===== config.mk =====
export PLATFORM = sky130hd
export DESIGN_NAME = srxa_top
export DESIGN_NICKNAME = d
export VERILOG_FILES = /design/src/hw/srxa_pkg.sv /design/src/hw/srxa_top.sv
export SDC_FILE = /design/constraint.sdc
export NUM_CORES = 1
export LEC_CHECK = 0
export ABC_CLOCK_PERIOD_IN_PS = 7800
export BUFFER_PORTS_ARGS = -buffer_cell sky130_fd_sc_hd__buf_4
export CORE_MARGIN = 3
export CORE_UTILIZATION = 55
export CTS_BUF_LIST = sky130_fd_sc_hd__clkbuf_4 sky130_fd_sc_hd__clkbuf_8
export DETAILED_ROUTE_END_ITERATION = 7
export GPL_TIMING_DRIVEN = 0
export PLACE_DENSITY = 0.79
export SLEW_MARGIN = 20
export SYNTH_ARGS = -nofsm -noshare
export SYNTH_HDL_FRONTEND = slang
export SYNTH_SLANG_ARGS = --single-unit

===== constraint.sdc =====
create_clock -name pclk -period 7.8 [get_ports pclk]
set_clock_uncertainty 0.05 [all_clocks]
set_input_delay 0.39 -clock pclk [delete_from_list [all_inputs] [get_ports pclk]]
set_output_delay 0.39 -clock pclk [all_outputs]
set_load 0.1 [all_outputs]

===== src/hw/srxa_pkg.sv =====
// Purpose: shared constants and types of the receive lock and word aligner
// Assumes: APB register map, 32-bit data, one aligned word per register
// Notes: control, mode and status layouts are packed structs below
package srxa_pkg;

	// register byte offsets
	localparam logic [7:0] SRXA_OFS_CTRL = 8'h00;
	localparam logic [7:0] SRXA_OFS_MODE = 8'h04;
	localparam logic [7:0] SRXA_OFS_PAT = 8'h08;
	localparam logic [7:0] SRXA_OFS_RUNLEN = 8'h0C;
	localparam logic [7:0] SRXA_OFS_STAT = 8'h10;

	typedef enum logic [2:0] {AM_SLIP, AM_P16, AM_P10, AM_XAUI,
		AM_GIGABIT_ETHERNET} srxa_amode_e;
	typedef enum logic [1:0] {PR_CUSTOM, PR_SONET, PR_XAUI,
		PR_GIGABIT_ETHERNET} srxa_proto_e;
	typedef enum logic [1:0] {SY_LOSS, SY_ACQ, SY_SYNC} srxa_sync_e;

	// control register layout, lsb last
	typedef struct packed {
		logic quad;
		logic low7;
		logic chan_used;
		logic dbl;
		logic wide10;
		logic [1:0] ppm_sel;
		logic frc_ref;
		logic frc_data;
	} srxa_ctrl_s;

	// mode register layout
	typedef struct packed {
		srxa_proto_e proto;
		srxa_amode_e amode;
	} srxa_mode_s;

	// status register layout
	typedef struct packed {
		logic in_sync;
		logic runlen_err;
		logic unit_off;
		logic ref_locked_n;
		logic freq_locked;
		logic realign_armed;
	} srxa_stat_s;

	// reset values: overrides off means automatic switchover
	localparam srxa_ctrl_s SRXA_CTRL_RST = '{quad: 1'b0, low7: 1'b0,
		chan_used: 1'b1, dbl: 1'b0, wide10: 1'b1, ppm_sel: 2'h0,
		frc_ref: 1'b0, frc_data: 1'b0};
	localparam srxa_mode_s SRXA_MODE_RST = '{proto: PR_CUSTOM,
		amode: AM_P10};
	localparam logic [15:0] SRXA_PAT_RST = 16'h017C;
	localparam logic [4:0] SRXA_RL_RST = 5'h1F;

	// lock detector frequency thresholds in ppm
	localparam logic [10:0] SRXA_PPM_125 = 11'h07D;
	localparam logic [10:0] SRXA_PPM_250 = 11'h0FA;
	localparam logic [10:0] SRXA_PPM_500 = 11'h1F4;
	localparam logic [10:0] SRXA_PPM_1000 = 11'h3E8;

	// comma code group, first bit received in bit 0
	localparam logic [9:0] SRXA_K285_NEG = 10'h17C;
	localparam logic [9:0] SRXA_K285_POS = 10'h283;

	// run length steps and sync machine counts
	localparam logic [8:0] SRXA_RL_STEP10 = 9'h005;
	localparam logic [8:0] SRXA_RL_STEP8 = 9'h004;
	localparam logic [1:0] SRXA_ACQ_CNT = 2'h3;
	localparam logic [2:0] SRXA_LOSS_CNT = 3'h4;
	localparam logic [3:0] SRXA_W10 = 4'hA;
	localparam logic [3:0] SRXA_W8 = 4'h8;

endpackage


===== src/hw/srxa_top.sv =====
// Purpose: clock recovery lock control, deserializer and word aligner
// Assumes: line bits arrive as data plus strobe pins, one bit per strobe
// Notes: fabric controls and the ppm measurement share pclk
//
// Decided for this implementation: register access over APB and the register addresses.
`timescale 1ns/100ps

// What this block does
// force-data gives data lock; else force-reference; else automatic.
// with both overrides untouched the unit runs in automatic switchover.
// automatic mode goes to data lock only within ppm threshold and phase.
// frequency threshold selectable among 125, 250, 500 and 1000 ppm.
// status output shows the unit is locked to data.
// active-low status output shows lock to the reference clock.
// run length threshold 5..160 step 5, or 4..128 step 4.
// each channel has its own loop; an unused channel powers it down.
// serial bits gather into 8 or 10 bit words, first bit lsb.
// aligner modes bit-slip, 16-bit, 10-bit, plus XAUI and Ethernet.
// each slip request moves the word boundary by exactly one bit.
// bit-slip works on 8 and 10 bit paths, single or double width.
// in bit-slip mode the pattern detector still reports the pattern.
// bit-slip only in custom and SONET configurations.
// 16-bit mode finds the 16-bit pattern and aligns to it.
// four-byte pattern only in SONET; custom uses two bytes.
// in 16-bit mode user logic can request re-alignment.
// 16-bit mode only with the 8-bit data path.
// 10-bit mode matches all ten bits or only the lower seven.
// 10-bit mode matches both disparity forms of the pattern.
// 10-bit mode aligns only while enabled; custom configuration only.
// protocol modes align on the comma under a sync state machine.
// pattern flag comes with the word holding the pattern.
// boundary holds until slip, re-align or sync machine decision.
module srxa_top import srxa_pkg::*; (
	input wire logic pclk,
	input wire logic presetn,
	input wire logic psel,
	input wire logic penable,
	input wire logic pwrite,
	input wire logic [7:0] paddr,
	input wire logic [31:0] pwdata,
	output logic [31:0] prdata_q,
	output logic pready_q,
	output logic pslverr_q,
	input wire logic rx_serial_bit,
	input wire logic rx_bit_valid,
	input wire logic phase_in_tol,
	input wire logic [10:0] freq_err_ppm,
	input wire logic slip_req,
	input wire logic realign_req,
	input wire logic align_en,
	output logic [19:0] rx_word_q,
	output logic rx_word_valid_q,
	output logic pat_detect_q,
	output logic freq_locked_q,
	output logic ref_locked_n_q,
	output logic clock_recovery_unit_off_q,
	output logic runlen_err_q,
	output logic rx_sync_q
);

	////////////////////////////////////////////////////////////////////
	// pin synchronisers
	logic [2:0] pin_s1_q, pin_s2_q;
	logic bit_d, bit_v, phase_ok;
	srxa_ctrl_s ctrl_q, new_ctrl;
	srxa_mode_s mode_q, new_mode;
	logic [15:0] pat_q;
	logic [4:0] rl_sel_q;

	// only the second stage is read by logic
	always_ff @(posedge pclk or negedge presetn) begin
		if (!presetn) begin
			pin_s1_q <= 3'h0;
			pin_s2_q <= 3'h0;
		end else begin
			pin_s1_q <= {phase_in_tol, rx_bit_valid, rx_serial_bit};
			pin_s2_q <= pin_s1_q;
		end
	end
	assign bit_d = pin_s2_q[0];
	assign bit_v = pin_s2_q[1];
	assign phase_ok = pin_s2_q[2];

	////////////////////////////////////////////////////////////////////
	// apb slave, one wait state so read data comes from a flop
	logic apb_acc, dec_err, wr_err;
	logic [31:0] rd_data;
	srxa_stat_s stat;

	// legality of a mode against protocol and data path
	function automatic logic mode_legal(srxa_ctrl_s c, srxa_mode_s m);
		logic ok;
		ok = !(c.quad && m.proto != PR_SONET);
		case (m.amode)
			AM_SLIP: ok = ok
				&& (m.proto == PR_CUSTOM || m.proto == PR_SONET);
			AM_P16: ok = ok && !c.wide10
				&& (m.proto == PR_CUSTOM || m.proto == PR_SONET);
			AM_P10: ok = ok && c.wide10 && m.proto == PR_CUSTOM;
			AM_XAUI: ok = ok && c.wide10 && m.proto == PR_XAUI;
			AM_GIGABIT_ETHERNET: ok = ok && c.wide10
				&& m.proto == PR_GIGABIT_ETHERNET;
			default: ok = 1'b0;
		endcase
		return ok;
	endfunction

	assign apb_acc = psel && penable;

	// address decode and read mux
	always_comb begin
		new_ctrl = ctrl_q;
		new_mode = mode_q;
		rd_data = 32'h0;
		dec_err = 1'b0;
		if (paddr == SRXA_OFS_CTRL) begin
			new_ctrl = srxa_ctrl_s'(pwdata[$bits(srxa_ctrl_s)-1:0]);
			rd_data = 32'(ctrl_q);
		end else if (paddr == SRXA_OFS_MODE) begin
			new_mode = srxa_mode_s'(pwdata[$bits(srxa_mode_s)-1:0]);
			rd_data = 32'(mode_q);
		end else if (paddr == SRXA_OFS_PAT) begin
			rd_data = 32'(pat_q);
		end else if (paddr == SRXA_OFS_RUNLEN) begin
			rd_data = 32'(rl_sel_q);
		end else if (paddr == SRXA_OFS_STAT) begin
			rd_data = 32'(stat);
		end else begin
			dec_err = 1'b1;
		end
		// an illegal mode combination is refused, nothing is stored
		wr_err = dec_err || (pwrite && !mode_legal(new_ctrl, new_mode));
	end

	// answer one cycle into the access phase
	always_ff @(posedge pclk or negedge presetn) begin
		if (!presetn) begin
			pready_q <= 1'b0;
			pslverr_q <= 1'b0;
			prdata_q <= 32'h0;
		end else begin
			pready_q <= apb_acc && !pready_q;
			if (apb_acc && !pready_q) begin
				prdata_q <= pwrite ? 32'h0 : rd_data;
				pslverr_q <= wr_err;
			end
		end
	end

	// configuration written at the completing edge; reset means auto lock
	always_ff @(posedge pclk or negedge presetn) begin
		if (!presetn) begin
			ctrl_q <= SRXA_CTRL_RST;
			mode_q <= SRXA_MODE_RST;
			pat_q <= SRXA_PAT_RST;
			rl_sel_q <= SRXA_RL_RST;
		end else if (apb_acc && pready_q && pwrite && !pslverr_q) begin
			if (paddr == SRXA_OFS_CTRL || paddr == SRXA_OFS_MODE) begin
				ctrl_q <= new_ctrl;
				mode_q <= new_mode;
			end else if (paddr == SRXA_OFS_PAT) begin
				pat_q <= pwdata[15:0];
			end else if (paddr == SRXA_OFS_RUNLEN) begin
				rl_sel_q <= pwdata[4:0];
			end
		end
	end

	////////////////////////////////////////////////////////////////////
	// clock recovery lock control
	logic [10:0] ppm_thr;
	logic freq_ok, lock_ok, lock_d;

	// static threshold pick
	always_comb begin
		case (ctrl_q.ppm_sel)
			2'h0: ppm_thr = SRXA_PPM_125;
			2'h1: ppm_thr = SRXA_PPM_250;
			2'h2: ppm_thr = SRXA_PPM_500;
			default: ppm_thr = SRXA_PPM_1000;
		endcase
	end
	assign freq_ok = freq_err_ppm <= ppm_thr;
	assign lock_ok = freq_ok && phase_ok;

	// data lock drops back to reference once frequency drifts out
	always_comb begin
		if (!ctrl_q.chan_used) begin
			lock_d = 1'b0;
		end else if (ctrl_q.frc_data) begin
			lock_d = 1'b1;
		end else if (ctrl_q.frc_ref) begin
			lock_d = 1'b0;
		end else if (!freq_locked_q) begin
			lock_d = lock_ok;
		end else begin
			lock_d = freq_ok;
		end
	end

	// lock status and per-channel power down
	always_ff @(posedge pclk or negedge presetn) begin
		if (!presetn) begin
			freq_locked_q <= 1'b0;
			ref_locked_n_q <= 1'b1;
			clock_recovery_unit_off_q <= 1'b1;
		end else begin
			freq_locked_q <= lock_d;
			ref_locked_n_q <= !(ctrl_q.chan_used && !lock_d);
			clock_recovery_unit_off_q <= !ctrl_q.chan_used;
		end
	end

	////////////////////////////////////////////////////////////////////
	// deserializer and pattern match
	logic [31:0] hist_q, hist_n;
	logic [3:0] bcnt_q, wid;
	logic [9:0] cur, lo_q, mask;
	logic m10, m16, mcomma, pmatch, align_go, bnd, realign, emit;
	logic slip_pend_q, arm_q, half_q, pm_lo_q;
	logic [1:0] acq_q;
	logic [2:0] bad_q;
	srxa_sync_e sync_q, sync_d;

	assign wid = ctrl_q.wide10 ? SRXA_W10 : SRXA_W8;
	assign hist_n = {bit_d, hist_q[31:1]};
	assign cur = ctrl_q.wide10 ? hist_n[31:22] : {2'h0, hist_n[31:24]};
	assign mask = ctrl_q.low7 ? 10'h07F : 10'h3FF;
	assign m10 = (((hist_n[31:22] ^ pat_q[9:0]) & mask) == 10'h0)
		|| (((hist_n[31:22] ^ ~pat_q[9:0]) & mask) == 10'h0);
	assign m16 = ctrl_q.quad
		? hist_n == {pat_q[15:8], pat_q[15:8], pat_q[7:0], pat_q[7:0]}
		: hist_n[31:16] == pat_q;
	assign mcomma = hist_n[31:22] == SRXA_K285_NEG
		|| hist_n[31:22] == SRXA_K285_POS;

	// pattern source and permission to move the boundary per mode
	always_comb begin
		case (mode_q.amode)
			AM_SLIP: begin
				pmatch = ctrl_q.wide10 ? m10 : m16;
				align_go = 1'b0;
			end
			AM_P16: begin
				pmatch = m16;
				align_go = arm_q;
			end
			AM_P10: begin
				pmatch = m10;
				align_go = align_en;
			end
			default: begin
				pmatch = mcomma;
				align_go = sync_q != SY_SYNC;
			end
		endcase
	end

	assign bnd = bcnt_q + 4'h1 == wid;
	assign realign = pmatch && align_go && !bnd;
	assign emit = bit_v && !slip_pend_q && (bnd || (pmatch && align_go));

	// boundary counter; otherwise free running so the boundary holds
	always_ff @(posedge pclk or negedge presetn) begin
		if (!presetn) begin
			hist_q <= 32'h0;
			bcnt_q <= 4'h0;
		end else if (bit_v) begin
			hist_q <= hist_n;
			if (slip_pend_q) begin
				bcnt_q <= bcnt_q;
			end else if (emit) begin
				bcnt_q <= 4'h0;
			end else begin
				bcnt_q <= bcnt_q + 4'h1;
			end
		end
	end

	// a new request in the consuming cycle stays pending
	always_ff @(posedge pclk or negedge presetn) begin
		if (!presetn) begin
			slip_pend_q <= 1'b0;
			arm_q <= 1'b1;
		end else begin
			if (slip_req && mode_q.amode == AM_SLIP) begin
				slip_pend_q <= 1'b1;
			end else if (bit_v) begin
				slip_pend_q <= 1'b0;
			end
			if (realign_req && mode_q.amode == AM_P16) begin
				arm_q <= 1'b1;
			end else if (emit && pmatch && mode_q.amode == AM_P16) begin
				arm_q <= 1'b0;
			end
		end
	end

	// word output, pairs in double width with the first word low
	always_ff @(posedge pclk or negedge presetn) begin
		if (!presetn) begin
			rx_word_q <= 20'h0;
			rx_word_valid_q <= 1'b0;
			pat_detect_q <= 1'b0;
			lo_q <= 10'h0;
			half_q <= 1'b0;
			pm_lo_q <= 1'b0;
		end else begin
			rx_word_valid_q <= 1'b0;
			pat_detect_q <= 1'b0;
			if (emit && (!ctrl_q.dbl)) begin
				rx_word_q <= {10'h0, cur};
				rx_word_valid_q <= 1'b1;
				pat_detect_q <= pmatch;
			end else if (emit && (realign || !half_q)) begin
				lo_q <= cur;
				pm_lo_q <= pmatch;
				half_q <= 1'b1;
			end else if (emit) begin
				rx_word_q <= ctrl_q.wide10 ? {cur, lo_q}
					: {4'h0, cur[7:0], lo_q[7:0]};
				rx_word_valid_q <= 1'b1;
				pat_detect_q <= pmatch || pm_lo_q;
				half_q <= 1'b0;
			end
		end
	end

	////////////////////////////////////////////////////////////////////
	// run length detector
	logic [7:0] run_q, run_n, rl_thr;
	assign rl_thr = 8'((9'(rl_sel_q) + 9'h001)
		* (ctrl_q.wide10 ? SRXA_RL_STEP10 : SRXA_RL_STEP8));
	assign run_n = (bit_d != hist_q[31]) ? 8'h01
		: (run_q == 8'hFF ? run_q : run_q + 8'h01);

	// counts identical bits in a row, flag follows each bit
	always_ff @(posedge pclk or negedge presetn) begin
		if (!presetn) begin
			run_q <= 8'h0;
			runlen_err_q <= 1'b0;
		end else if (bit_v) begin
			run_q <= run_n;
			runlen_err_q <= run_n >= rl_thr;
		end
	end

	////////////////////////////////////////////////////////////////////
	// protocol synchronisation machine, comma based
	logic mode_leave;
	// a write leaving the protocol modes drops the sync flag at once,
	// otherwise it would stand one cycle into the new mode
	assign mode_leave = apb_acc && pready_q && pwrite && !pslverr_q
		&& new_mode.amode != AM_XAUI
		&& new_mode.amode != AM_GIGABIT_ETHERNET;

	always_comb begin
		sync_d = sync_q;
		if (mode_q.amode != AM_XAUI
			&& mode_q.amode != AM_GIGABIT_ETHERNET) begin
			sync_d = SY_LOSS;
		end else begin
			case (sync_q)
				SY_LOSS: if (emit && mcomma) sync_d = SY_ACQ;
				SY_ACQ: if (emit && mcomma && acq_q + 2'h1 == SRXA_ACQ_CNT)
					sync_d = SY_SYNC;
				SY_SYNC: if (bit_v && mcomma && !emit
					&& bad_q + 3'h1 == SRXA_LOSS_CNT) sync_d = SY_LOSS;
				default: sync_d = SY_LOSS;
			endcase
		end
	end

	// comma counters; a misaligned comma while in sync counts as bad
	always_ff @(posedge pclk or negedge presetn) begin
		if (!presetn) begin
			sync_q <= SY_LOSS;
			acq_q <= 2'h0;
			bad_q <= 3'h0;
			rx_sync_q <= 1'b0;
		end else begin
			sync_q <= sync_d;
			rx_sync_q <= sync_d == SY_SYNC && !mode_leave;
			if (sync_d != SY_ACQ) begin
				acq_q <= 2'h0;
			end else if (emit && mcomma) begin
				acq_q <= acq_q + 2'h1;
			end
			if (sync_d != SY_SYNC || (emit && mcomma)) begin
				bad_q <= 3'h0;
			end else if (bit_v && mcomma) begin
				bad_q <= bad_q + 3'h1;
			end
		end
	end

	assign stat = '{in_sync: rx_sync_q, runlen_err: runlen_err_q,
		unit_off: clock_recovery_unit_off_q,
		ref_locked_n: ref_locked_n_q,
		freq_locked: freq_locked_q, realign_armed: arm_q};
endmodule // srxa_top


Word level (Yosys, flattened, before mapping)
Cells that the tools add are included.
Word-level totals
  bits in registers: 167
  latch bits: 0
  RAM bits: 0
  ROM bits: 0
  bits of input ports: 62
  output and inout port bits: 61
  logic and storage cells: 225
  memories: 0
Operators by class
  add/subtract/negate cells: 5
  multiply operators: 1
  div/mod/pow operators: 0
  order comparisons: 2
  eq/ne operators: 36
  shifts and indexed selects: 0
  muxes and demuxes: 56
  bitwise logic cells: 9
  reduce and logical (&&, ||, !) cells: 80
Operator list (number)
  $mux 20: 4
  $mux 16: 3
  $logic_and 1x1->1: 35
  $eq 32x32->1: 1
  $mux 32: 1
  $pmux 10 s3: 1
  $mux 1: 24
  $and 10x10->10: 2
  $logic_not 10->1: 2
  $mux 10: 2
  $xor 10x10->10: 2
  $eq 16x16->1: 1
  $eq 8x4->1 const B: 2
  $mux 8: 2
  $logic_not 1->1: 14
  $mux 2: 7
  $eq 2x2->1 const B: 6
  $mux 6: 2
  $reduce_bool 2->1: 6
  $le 11x11->1: 1
  $eq 10x10->1 const B: 1
  $eq 10x9->1 const B: 1
  $mux 5: 2
  $not 10->10: 1
  other kinds (34): 66

Longest topological paths before layout
Gate-level depths: netlist (run 1).
  depth after elaboration: 19
  gate-level depth with buffers: 15
  depth with buffers taken out: 15

Worst setup path before layout (run 1)
No wires, ideal clock.
  kind: reg-to-reg
  from: reg ctrl_q[4] (netlist name)
  to: reg runlen_err_q
  library setup time: 0.127 ns
  arrival: 2.974 ns
  data required time: 7.623 ns
  setup slack: 4.649 ns
  cell stages (with the launch flop): 16
  buffers on the path: 2
  clock period less this slack: 3.151 ns
  cells stage by stage: dfstp_2 -> clkbuf_1 -> buf_1 -> and2_1 -> ha_1 -> ha_1 -> inv_1 -> fa_1 -> inv_1 -> a21o_1 -> a21oi_1 -> xor2_1 -> ha_1 -> nand2b_1 -> o22ai_1 -> a21oi_1
Between the ends
  longest elaborated chain between the ends: 3
RTL lines
  from (decl): line srxa_top.sv:65  | srxa_ctrl_s ctrl_q, new_ctrl;
  from (signal assigned): line srxa_top.sv:159  | ctrl_q <= new_ctrl;
  $mux 1: line srxa_top.sv:333  | * (ctrl_q.wide10 ? SRXA_RL_STEP10 : SRXA_RL_STEP8));
  $mul 6x3->8: line srxa_top.sv:333
  $ge 8x8->1: line srxa_top.sv:344  | runlen_err_q <= run_n >= rl_thr;
  to (signal assigned): line srxa_top.sv:344
  to (decl): line srxa_top.sv:57  | output logic runlen_err_q,
Every way passes these cells.
A chain may end at the register's enable or synchronous reset.

Worst setup path after layout (run 1)
Ends and elaborated chain as after synthesis.

==> metrics.log, run 1 <==
INFO  metric post_synth_inst_count = 825
INFO  metric clock_tree.buffer_depth = 2
INFO  metric grt_setup_unrepaired = false
INFO  metric crit_required = 8080 ps
INFO  metric area.growth.synth_to_final = 17.0%
INFO  metric startpoint_type = flip-flop
INFO  metric finalWeightedCongestion = between 0.8 and 0.9
INFO  metric post_route_cells_drive_above_1_share = 24.9%
INFO  metric synth_seq_area_share = between 40% and 50%
INFO  metric drtIter0Drc = 634
INFO  metric avgViaCountPerCell = approximately 5.9
INFO  metric clock_buffers_created_by_tritoncts = 17
INFO  metric initial_core_util = 57.0%
INFO  metric hold_path_class = input pin to flip-flop
INFO  metric grt-busiest-layer = met2
INFO  metric top_level_ports = between 100 and 150
INFO  metric die_y = approximately 130 um
INFO  metric share_of_async_settable_or_async_resettable_flops_after_synthesis = 100%
INFO  metric list_of_most_frequent_post_synthesis_cells = 133 x dfrtp_1, 70 x mux2_2, 67 x nand2_1
INFO  metric fill_cells = between 1000 and 1500
INFO  metric place_area = around 9400 sq um
INFO  metric grt_util_met1 = roughly 36%
INFO  metric yosys.cell_count.top_type = dfrtp_1
INFO  metric period_needed = 3730 ps
INFO  metric antenna_found_initial = 0
INFO  metric detail-route-antenna-nets = 0
INFO  metric placed_cells = between 1000 and 1500
INFO  metric layout_worst_path_cycle_share = a little under half
INFO  metric grtUsageMet3 = 5.03%
INFO  metric final-instance-count-excl-fill = roughly 1200
INFO  metric primary_flip_flop_cell_chosen_by_synthesis_mapping = dfrtp_1
INFO  metric synthesis.area_per_instance = between 10 and 15 sq um
INFO  metric die_width = about 130 um
INFO  metric insertedDiodeCount = 0
INFO  metric drv_slew = 0
INFO  metric drt-wirelength-per-cell = 17.9 um
INFO  metric synth-warning-count = 0
INFO  metric cts_num_sinks = 150
INFO  metric yosys.area.top_type = dfrtp_1
INFO  metric cp_max_fo = 10
INFO  metric finalHoldViolCount = 0
INFO  metric detail_route.first_pass.iterations = 7
INFO  metric finish.net_count = approximately 1000
INFO  metric drv_cap = 0
INFO  metric tritoncts_clock_tree = yes
INFO  metric finish.instance_area = between 9000 and 10000 sq um
INFO  metric synth.ff_latch_count = 150
INFO  metric violations = DRC
INFO  metric routed_wl = slightly above 20000 um
INFO  metric routed-via-count = 6751
INFO  metric dp_hpwl = 15000 um
INFO  metric globalRouteOverflowTotal = 0
INFO  metric first_pass_grt_wire_length = 33100 um
INFO  metric grtUsageTotal = about a quarter
INFO  metric route.detailed.drc = 1
INFO  metric synth.cell_area = around 8400 sq um
INFO  metric ir_drop = approximately 220 uV
INFO  metric maxClockFrequency = between 200 and 300 MHz
INFO  metric count_of_h_tree_levels_built_during_cts = 4
INFO  metric first_global_vias = approximately 6400
INFO  metric largest_net_degree_at_the_start_of_global_routing = between 90 and 100
INFO  metric postCtsResizedCells = 0
INFO  metric worst_setup_path_end_kind = flip-flop
INFO  metric path_class = flip-flop to flip-flop
INFO  metric cts.reportedPaths.clkPinSlew = 80 ps
INFO  metric synth.distinct_cells = 59
INFO  metric synth_edf_count = 0
INFO  metric static-leakage-power = approximately 4.7 nW
INFO  metric fin_tns_setup = 0 ps
INFO  metric powerDensity = 257 nW/um^2
INFO  metric worst_ep_arrival_time = 4010 ps
INFO  metric setup_violations = 0
INFO  metric worst_slew_margin_rel = between 30% and 40%
INFO  metric yosys-top-cells-area = dfrtp_1 40%, mux2_2 9.4%, dfstp_2 5.3%
INFO  metric synth_top_area_share = about two fifths
INFO  metric portBuffers = 89
INFO  metric outcome = finished with violations
INFO  metric clock_insertion_delay_worst_skew = 450 ps
INFO  metric core-area = 14700 sq um
INFO  metric core.rowCount = 44
INFO  metric worst-slew-pin-transition = ~900 ps
INFO  metric postCtsSetupRepairBufs = 0
INFO  metric root_buffer = clkbuf_8
INFO  metric fp.dieArea = roughly 17000 sq um
INFO  metric grt_util_met2 = about two fifths
INFO  metric postCtsHoldBufs = 4
-- cell families (layout without fill, tap and decap cells) --
| kind of cell | after synthesis | in the layout | share of synthesized area (%) |
|---|---|---|---|
| buffers and inverters | 97 | 223 | 5.30 |
| other | 1 | 16 | 0.0447 |
| AOI/OAI and AO/OA | 165 | 165 | 12.5 |
| adders and majority gates | 33 | 33 | 5.01 |
| muxes | 100 | 100 | 13.0 |
| and+or+nand+nor | 229 | 229 | 13.9 |
| xor gates and xnor gates | 50 | 50 | 5.22 |
| DFF | 150 | 150 | 45.0 |
-- worst paths after layout --
path / cells after the start / start / slack [ps] / endpoint
worst min register to register: 0 / pin_s1_q[0]$_DFF_PN0_ / 310 / pin_s2_q[0]$_DFF_PN0_
worst max register to register: 15 / ctrl_q[4]$_DFFE_PN1P_ / 4070 / runlen_err_q$_DFFE_PN0P_
worst max-delay path: 15 / ctrl_q[4]$_DFFE_PN1P_ / 4070 / runlen_err_q$_DFFE_PN0P_
min in group asynchronous: 2 / presetn / 400 / rx_word_q[4]$_DFFE_PN0P_
worst min-delay path: 2 / pwdata[9] / 120 / pat_q[9]$_DFFE_PN0P_
max in group asynchronous: 3 / presetn / 6450 / rl_sel_q[3]$_DFFE_PN1P_
-- layout by cell type, fill, tap and decap left out, drive strengths merged, types with 8 or more instances in the layout --
cell type  Yosys  routed
conb           1      16
xor2          36      36
nor2          39      39
and3          14      14
and2          14      14
dfrtp        133     133
mux2i         30      30
buf           32     122
mux2          70      70
xnor2         14      14
nand3         19      19
a211oi        16      16
inv           37      38
o21ai         43      43
ha            32      32
clkbuf        28      48
nor3          19      19
nand2         67      67
a31oi          9       9
a22o           9       9
a21o           8       8
dfstp         17      17
nand2b        14      14
nand4         11      11
a21oi         44      44
-- per-layer routing --
layer	part of all wire [%]	vias up
li1	-	3162
met1	45	3346
met2	47	205
met3	5.5	38
met4	2.1	0
met5	0	-
-- worst max-delay path: stages (launching register included) --
cell      delay (ps)
dfstp_2          590
clkbuf_1         450
buf_1            440
and2_1           200
ha_1             230
ha_1             210
inv_1             70
fa_1             200
inv_1             60
a21o_1           170
a21oi_1          160
xor2_1           190
ha_1             250
nand2b_1         140
o22ai_1          120
a21oi_1           70
-- power breakdown --
group | switching [mW] | internal [mW] | leakage (nW)
clock | 0.300 | 0.299 | 0.196
combinational | 0.638 | 0.282 | 2.62
sequential | 0.103 | 0.898 | 1.86
total | 1.04 | 1.48 | 4.67
-- layout make-up --
cell class                 count  area, sq um  area share (%)
multi-input combinational    593         4220            43.1
buffer                        60          305            3.11
clock inverter                12          129            1.31
sequential                   150         3770            38.5
tap                          184          230            2.35
timing repair buffer          94          743            7.58
clock buffer                  20          263            2.68
inverter                      37          139            1.42
-- per-stage QoR --
step                util (%)  power [mW]  hold slack [ps]  worst slack (ps)
global placement        63.5        1.91              285              4150
finish                  66.7        2.52              123              4070
floorplan                  -        1.71             44.4              4650
CTS                     66.7        2.53             97.8              4070
detailed placement      63.8        1.93              289              4110
global route            66.7        2.64             99.7              3830
-- registers in the layout (all words and copies together) (netlist names), 2 cells and up --
| name | cells |
|---|---|
| acq_q | 2 |
| lo_q | 10 |
| run_q | 8 |
| bad_q | 3 |
| prdata_q | 16 |
| bcnt_q | 4 |
| ctrl_q | 9 |
| pin_s2_q | 3 |
| pin_s1_q | 3 |
| rl_sel_q | 5 |
| sync_q | 2 |
| hist_q | 31 |
| mode_q | 5 |
| rx_word_q | 20 |
| pat_q | 16 |
No activity file was read; power rests on OpenSTA's default activity.
==> run 2: changes to the inputs <==
- ABC_CLOCK_PERIOD_IN_PS: 7800 -> 3800
- clock period: 7.8 -> 3.8 ns (I/O delays scaled with it)
==> run 2 against run 1 <==
Effect of this change: the flow now finishes without violations; total power is 110% higher; worst setup slack got worse by 3500 ps; sequential power rose by 110%; global-route usage up 0.34 points; core utilization increased by 1.3 points; count of clock-buffer cells in the layout is the same; clock power is 110% higher; flip-flop and latch count unchanged; critical path depth fell by 1; largest power group unchanged.
==> metrics.log, run 2 (synthesis gave the netlist of run 1 again) <==
INFO  metric outcome = completed
INFO  metric share_clk_of_total_power = between 20% and 30%
INFO  metric tritoncts_clock_tree = yes
INFO  metric clock_buffers_created_by_tritoncts = 17
INFO  metric timing.critical_path.mode_cell = ha_1
INFO  metric crit_chain = clkbuf_2 -> and2_1 -> ha_1 -> ha_1 -> inv_1 -> fa_1 -> inv_1 -> a21o_1 -> a21oi_1 -> xor2_1 -> ha_1 -> nand2b_1 -> o22ai_1 -> a21oi_1
INFO  metric grt_setup_unrepaired = false
INFO  metric cellInternalPower = around 3.0 mW
INFO  metric core.rowCount = between 40 and 50
INFO  metric first_global_vias = about 6500
INFO  metric most-common-layout-cells = 133 x dfrtp_1, 106 x buf_4, 70 x mux2_2
INFO  metric crit_path_max_incr_delay = ~730 ps
INFO  metric dp_worst_setup_slack = 114 ps
INFO  metric ir_drop = ~460 uV
INFO  metric die_y = between 100 and 150 um
INFO  metric worst_setup_path_end_kind = flip-flop
INFO  metric fill_cells = ~1200
INFO  metric drv_slew = 0
INFO  metric drv_cap = 0
INFO  metric worst-r2r-setup-slack = approximately 540 ps
INFO  metric powerDensity = about 520 nW/um^2
INFO  metric crit_required = around 4000 ps
INFO  metric reg_top3 = hist_q: 31 flops, rx_word_q: 20 flops
INFO  metric timing.critical_path.max_delay_family = adder cells
INFO  metric regMostFlops = hist_q
INFO  metric path_buf_inv = 3
INFO  metric setup_violations = 0
INFO  metric grtUsageTotal = between 20% and 30%
INFO  metric startpoint_type = flip-flop
INFO  metric finish.net_count = 1066
INFO  metric power.switching = around 2.1 mW
INFO  metric post_route_cells_drive_above_1_share = between 20% and 30%
INFO  metric seq_power_share = just under 40%
INFO  metric clock_tree.buffer_depth = 2
INFO  metric core-area = 14700 sq um
INFO  metric static-leakage-power = between 4 and 5 nW
INFO  metric antenna_found_initial = 0
INFO  metric worst_slew_margin_rel = 39.9%
INFO  metric worst_ep_arrival_time = around 3500 ps
INFO  metric finalWeightedCongestion = a little under 0.9
INFO  metric initial_core_util = between 50% and 60%
INFO  metric count_of_h_tree_levels_built_during_cts = 4
INFO  metric cp_max_fo = 14
INFO  metric top_level_ports = ~120
INFO  metric power.combinational.fraction = 36.7%
INFO  metric path_class = flip-flop to flip-flop
INFO  metric portBuffers = between 80 and 90
INFO  metric drt-wirelength-per-cell = around 18 um
INFO  metric routed_wl = approximately 21000 um
INFO  metric largest_net_degree_at_the_start_of_global_routing = between 90 and 100
INFO  metric cp_slowest_cell = dfstp_2
INFO  metric globalRouteOverflowTotal = 0
INFO  metric detail_route.first_pass.iterations = 6
INFO  metric drtIter0Drc = roughly 620
INFO  metric hold_path_class = input pin to flip-flop
INFO  metric detail-route-antenna-nets = 0
INFO  metric dp_hpwl = ~15000 um
INFO  metric cts.reportedPaths.clkPinSlew = approximately 90 ps
INFO  metric swShare = just over 40%
INFO  metric first_pass_grt_wire_length = roughly 34000 um
INFO  metric final_common_cell = dfrtp_1
INFO  metric postCtsSetupRepairBufs = 0
INFO  metric timing.final.ws_setup = 544 ps
INFO  metric largest_register_ffs = 31
INFO  metric area.growth.synth_to_final = 19.2%
INFO  metric layout_worst_path_cycle_share = between 80% and 90%
INFO  metric finalHoldViolCount = 0
INFO  metric period_needed = roughly 3300 ps
INFO  metric fin_hold_ws = 77.9 ps
INFO  metric route.detailed.drc = 0
INFO  metric root_buffer = clkbuf_8
INFO  metric avgViaCountPerCell = between 5 and 6
INFO  metric routed-via-count = 6846
INFO  metric fp.dieArea = ~17000 sq um
INFO  metric cts_num_sinks = 150
INFO  metric maxClockFrequency = 307 MHz
INFO  metric insertedDiodeCount = 0
INFO  metric fin_tns_setup = 0 ps
INFO  metric placed_cells = between 1000 and 1500
INFO  metric worst-slew-pin-transition = just under 900 ps
INFO  metric clock_insertion_delay_worst_skew = approximately 450 ps
INFO  metric final-instance-count-excl-fill = approximately 1200
INFO  metric die_width = about 130 um
-- run 2: cell types whose count changed in the layout (fill, tap and decap cells not counted), sizes merged --
cell,change
buf,-1
dlygate4sd3,+19
-- run 2: stage by stage --
stage               instance area [sq um]  total power [mW]  util, %
global route                         9990              5.44     68.0
global placement                     9340              3.92     63.5
detailed placement                   9380              3.96     63.8
CTS                                 10000              5.20     68.0
finish                               9990              5.20     68.0
floorplan                            8440              3.50        -
-- run 2: power groups by stage --
stage          combinational (mW)  sequential (mW)  clock (mW)
6_report                     1.91             2.06        1.23
5_1_grt                      2.03             2.09        1.32
4_1_cts                      1.90             2.05        1.25
3_5_place_dp                 1.87             2.08           0
3_3_place_gp                 1.84             2.07           0
2_1_floorplan               0.770             2.73           0
-- run 2: final timing paths --
| check | from | to | depth (start not counted) |
|---|---|---|---|
| min in group asynchronous | presetn | rx_word_q[4]$_DFFE_PN0P_ | 2 |
| hold reg to reg | pin_s1_q[0]$_DFF_PN0_ | pin_s2_q[0]$_DFF_PN0_ | 0 |
| max in group asynchronous | presetn | rl_sel_q[3]$_DFFE_PN1P_ | 3 |
| setup reg to reg | ctrl_q[4]$_DFFE_PN1P_ | runlen_err_q$_DFFE_PN0P_ | 14 |
| hold / removal | freq_err_ppm[10] | ref_locked_n_q$_DFF_PN1_ | 5 |
| setup / recovery | ctrl_q[4]$_DFFE_PN1P_ | runlen_err_q$_DFFE_PN0P_ | 14 |
-- run 2: final cells by class --
class                      count  area (sq um)  share of cell area [%]
multi-input combinational    593          4220                    42.3
clock buffer                  20           263                    2.63
timing repair buffer         113           933                    9.34
buffer                        59           303                    3.03
tap                          184           230                    2.30
inverter                      37           139                    1.39
sequential                   150          3770                    37.8
clock inverter                12           129                    1.29
-- run 2: worst min-delay path, delay by kind of cell --
kind,cells,cell delay [ps]
compound gates,2,240
simple gates,2,90
buf+inv,1,70
-- run 2: what timing repair did --
item,CTS,global route
endpoints found under the hold margin,95,0
hold buffers,23,0
resized for setup,0,1
setup endpoints to repair,0,1
-- run 2: metal layers --
layer	wire length, um	track usage, %
met1	9260	36.1
met2	9990	39.8
met3	1290	5.15
met4	400	8.37
met5	0	0
==> run 3: changes to the inputs <==
- ABC_AREA: not set -> 1
==> run 3 against run 2 <==
Effect of this change: worst hold slack got worse by 24 ps; sequential power down 8%; synthesized area rose by 0.51%; core utilization is 0.36 points higher; worst setup slack worse by 150 ps; maximum frequency shrank 4.3%; combinational power decreased by 20%; non-clock buffer count fell by 2; sequential share of layout area is 0.34 points lower; final cell count increased by 20%; largest cell class unchanged.
==> metrics.log, run 3 <==
INFO  metric timing.critical_path.mode_cell = inv_1
INFO  metric reg_top3 = hist_q: 31 flops, rx_word_q: 20 flops
INFO  metric synth.distinct_cells = 51
INFO  metric worst_ep_arrival_time = around 3700 ps
INFO  metric outcome = completed
INFO  metric avgViaCountPerCell = between 5 and 6
INFO  metric setup_violations = 0
INFO  metric root_buffer = clkbuf_8
INFO  metric fin_hold_ws = between 50 and 60 ps
INFO  metric first_global_vias = around 7400
INFO  metric synth_seq_area_share = roughly 45%
INFO  metric core-area = between 10000 and 15000 sq um
INFO  metric critical_path_depth = 20
INFO  metric drt-wirelength-per-cell = around 17 um
INFO  metric r2r_start = run_q[0]$_DFFE_PN0P_
INFO  metric power.combinational.fraction = a little under a third
INFO  metric drv_slew = 0
INFO  metric power.switching = about 1.9 mW
INFO  metric regArea = 3770 sq um
INFO  metric grt_setup_unrepaired = false
INFO  metric maxClockFrequency = 294 MHz
INFO  metric final_common_cell = nand2_1
INFO  metric total_area_of_multi_input_combinational_cells = about 3800 sq um
INFO  metric swShare = around 40%
INFO  metric synth_edf_count = 0
INFO  metric route.detailed.drc = 0
INFO  metric critical_path.startpoint = run_q[0]$_DFFE_PN0P_
INFO  metric share_clk_of_total_power = 29.0%
INFO  metric finish.net_count = around 1300
INFO  metric yosys.cell_count.top_type = nand2_1
INFO  metric hold_path_class = input pin to flip-flop
INFO  metric worst_slew_margin_rel = 27.8%
INFO  metric cp_slowest_cell = dfrtp_1
INFO  metric wl_met2 = around 11000 um
INFO  metric globalRouteOverflowTotal = 0
INFO  metric die_y = 130 um
INFO  metric drtIter0Drc = 703
INFO  metric portBuffers = 90
INFO  metric drv_cap = 0
INFO  metric postCtsSetupRepairBufs = 0
INFO  metric grtUsageTotal = 28.2%
INFO  metric share_of_async_settable_or_async_resettable_flops_after_synthesis = 100%
INFO  metric dp_worst_setup_slack = 149 ps
INFO  metric power = roughly 4.8 mW
INFO  metric cp_max_fo = 5
INFO  metric tritoncts_clock_tree = yes
INFO  metric layout_worst_path_cycle_share = around nine tenths
INFO  metric top_layer = met4
INFO  metric antenna_found_initial = 0
INFO  metric fill_cells = 1217
INFO  metric largest_register_ffs = 31
INFO  metric area.growth.synth_to_final = 19.7%
INFO  metric finalHoldViolCount = 0
INFO  metric seq_power_share = between 30% and 40%
INFO  metric dp_hpwl = roughly 17000 um
INFO  metric synth_top_area_share = 39.5%
INFO  metric startpoint_type = flip-flop
INFO  metric list_of_most_frequent_post_synthesis_cells = 223 x nand2_1, 137 x inv_1, 133 x dfrtp_1
INFO  metric regToRegEndpoint = runlen_err_q$_DFFE_PN0P_
INFO  metric worst-slew-pin-transition = 1070 ps
INFO  metric timing.final.ws_setup = about 400 ps
INFO  metric period_needed = 3400 ps
INFO  metric fp.dieArea = 16800 sq um
INFO  metric detail_route.wirelength.met1 = just under 10000 um
INFO  metric crit_chain = ha_1 -> inv_1 -> nor4_2 -> inv_1 -> nor2_1 -> inv_1 -> nor2_4 -> inv_1 -> a21oi_1 -> ha_1 -> inv_1 -> a21boi_0 -> o21a_1 -> o21a_1 -> o21ai_0 -> nand2_1 -> a21oi_1 -> nor2_1 -> o21ai_1 -> a31oi_1
INFO  metric met3_wirelength = 1880 um
INFO  metric detail-route-antenna-nets = 0
INFO  metric timing.critical_path.max_delay_family = compound AO/OA/AOI/OAI gates
INFO  metric largest_net_degree_at_the_start_of_global_routing = 83
INFO  metric clock_insertion_delay_worst_skew = between 400 and 500 ps
INFO  metric routed-via-count = approximately 8000
INFO  metric post_synth_inst_count = about 1100
INFO  metric first_pass_grt_wire_length = approximately 37000 um
INFO  metric core.rowCount = 44
INFO  metric finalWeightedCongestion = about 1
INFO  metric regMostFlops = hist_q
INFO  metric crit_path_max_incr_delay = about 400 ps
INFO  metric synth.ff_latch_count = 150
INFO  metric insertedDiodeCount = 0
INFO  metric clock_tree.buffer_depth = 2
INFO  metric top_level_ports = 123
INFO  metric timing.reg2reg.worst_path_depth = 20
INFO  metric cts.reportedPaths.clkPinSlew = approximately 80 ps
INFO  metric ir_drop = 332 uV
INFO  metric detail_route.first_pass.iterations = 5
INFO  metric count_of_h_tree_levels_built_during_cts = 4
INFO  metric synth.cell_area = 8430 sq um
INFO  metric clock_buffers_created_by_tritoncts = 17
INFO  metric yosys.area.top_type = dfrtp_1
INFO  metric path_class = flip-flop to flip-flop
INFO  metric yosys-top-cells-area = dfrtp_1 39%, nand2_1 9.9%, o21ai_0 7.8%
INFO  metric initial_core_util = a little under three fifths
INFO  metric fin_tns_setup = 0 ps
INFO  metric worst_setup_path_endpoint = runlen_err_q$_DFFE_PN0P_
INFO  metric powerDensity = 477 nW/um^2
INFO  metric crit_required = 4060 ps
INFO  metric routed_wl = 23200 um
INFO  metric path_buf_inv = 5
INFO  metric primary_flip_flop_cell_chosen_by_synthesis_mapping = dfrtp_1
INFO  metric worst_setup_path_end_kind = flip-flop
INFO  metric most-common-layout-cells = 223 x nand2_1, 137 x inv_1, 133 x dfrtp_1
INFO  metric synth-warning-count = 0
INFO  metric cellInternalPower = approximately 3 mW
INFO  metric die_width = 130 um
INFO  metric static-leakage-power = roughly 4.9 nW
INFO  metric worst-r2r-setup-slack = roughly 400 ps
INFO  metric synthesis.area_per_instance = between 7 and 8 sq um
INFO  metric cts_num_sinks = 150
INFO  metric post_route_cells_drive_above_1_share = between 15 and 20%
run 3: layer usage:
metal | GRT usage, % | vias to the layer above
met4 | 9.23 | 0
met5 | 0 | -
met2 | 44.9 | 321
li1 | - | 3725
met1 | 38.2 | 3717
met3 | 6.75 | 47
run 3: stage by stage:
stage	instances	instance area, sq um	util (%)
floorplan	1077	8480	-
global placement	1351	9390	63.6
CTS	1403	10100	68.3
global route	1403	10100	68.4
finish	1403	10100	68.4
detailed placement	1352	9430	63.9
run 3: final cells by class:
type / count / area share (%)
timing repair buffer: 110 / 8.93
clock inverter: 11 / 1.71
sequential: 150 / 37.4
tap: 184 / 2.28
inverter: 144 / 5.36
buffer: 60 / 3.39
multi-input combinational: 723 / 38.1
clock buffer: 21 / 2.80
run 3: how the worst min path moves through the flow:
stage	end	cells after the start	from	slack (ps)
4_1_cts	rl_sel_q[4]$_DFFE_PN1P_	3	pwdata[4]	20
3_5_place_dp	rx_word_q[5]$_DFFE_PN0P_	1	presetn	170
2_1_floorplan	acq_q[0]$_DFFE_PN0P_	0	presetn	-160
5_1_grt	rl_sel_q[4]$_DFFE_PN1P_	3	pwdata[4]	30
3_3_place_gp	pin_s1_q[0]$_DFF_PN0_	1	rx_serial_bit	250
6_report	rl_sel_q[4]$_DFFE_PN1P_	3	pwdata[4]	50
run 3: timing repair:
action	4_1_cts	5_1_grt
endpoints found under the hold margin	97	0
endpoints found under the setup margin	0	1
hold buffers	19	0
resized for setup	0	5
run 3: logic make-up after synthesis:
group	Yosys count	share of synthesized area, %
muxes	3	0.386
buffers and inverters	204	10.5
and+or+nand+nor	392	19.6
adders and majority gates	33	4.99
AOI/OAI and AO/OA	244	16.1
xor gates and xnor gates	35	3.64
other	1	0.0445
DFF	150	44.8
run 3: power groups by stage:
stage	combinational, mW	sequential, mW	clock, mW
3_3_place_gp	1.47	1.91	0
5_1_grt	1.63	1.91	1.47
4_1_cts	1.52	1.89	1.40
6_report	1.52	1.89	1.39
2_1_floorplan	0.536	2.51	0
3_5_place_dp	1.50	1.92	0
run 3: worst min-delay path, stage by stage:
cell	delay [ps]
buf_4	120
inv_1	130
o21ai_0	110
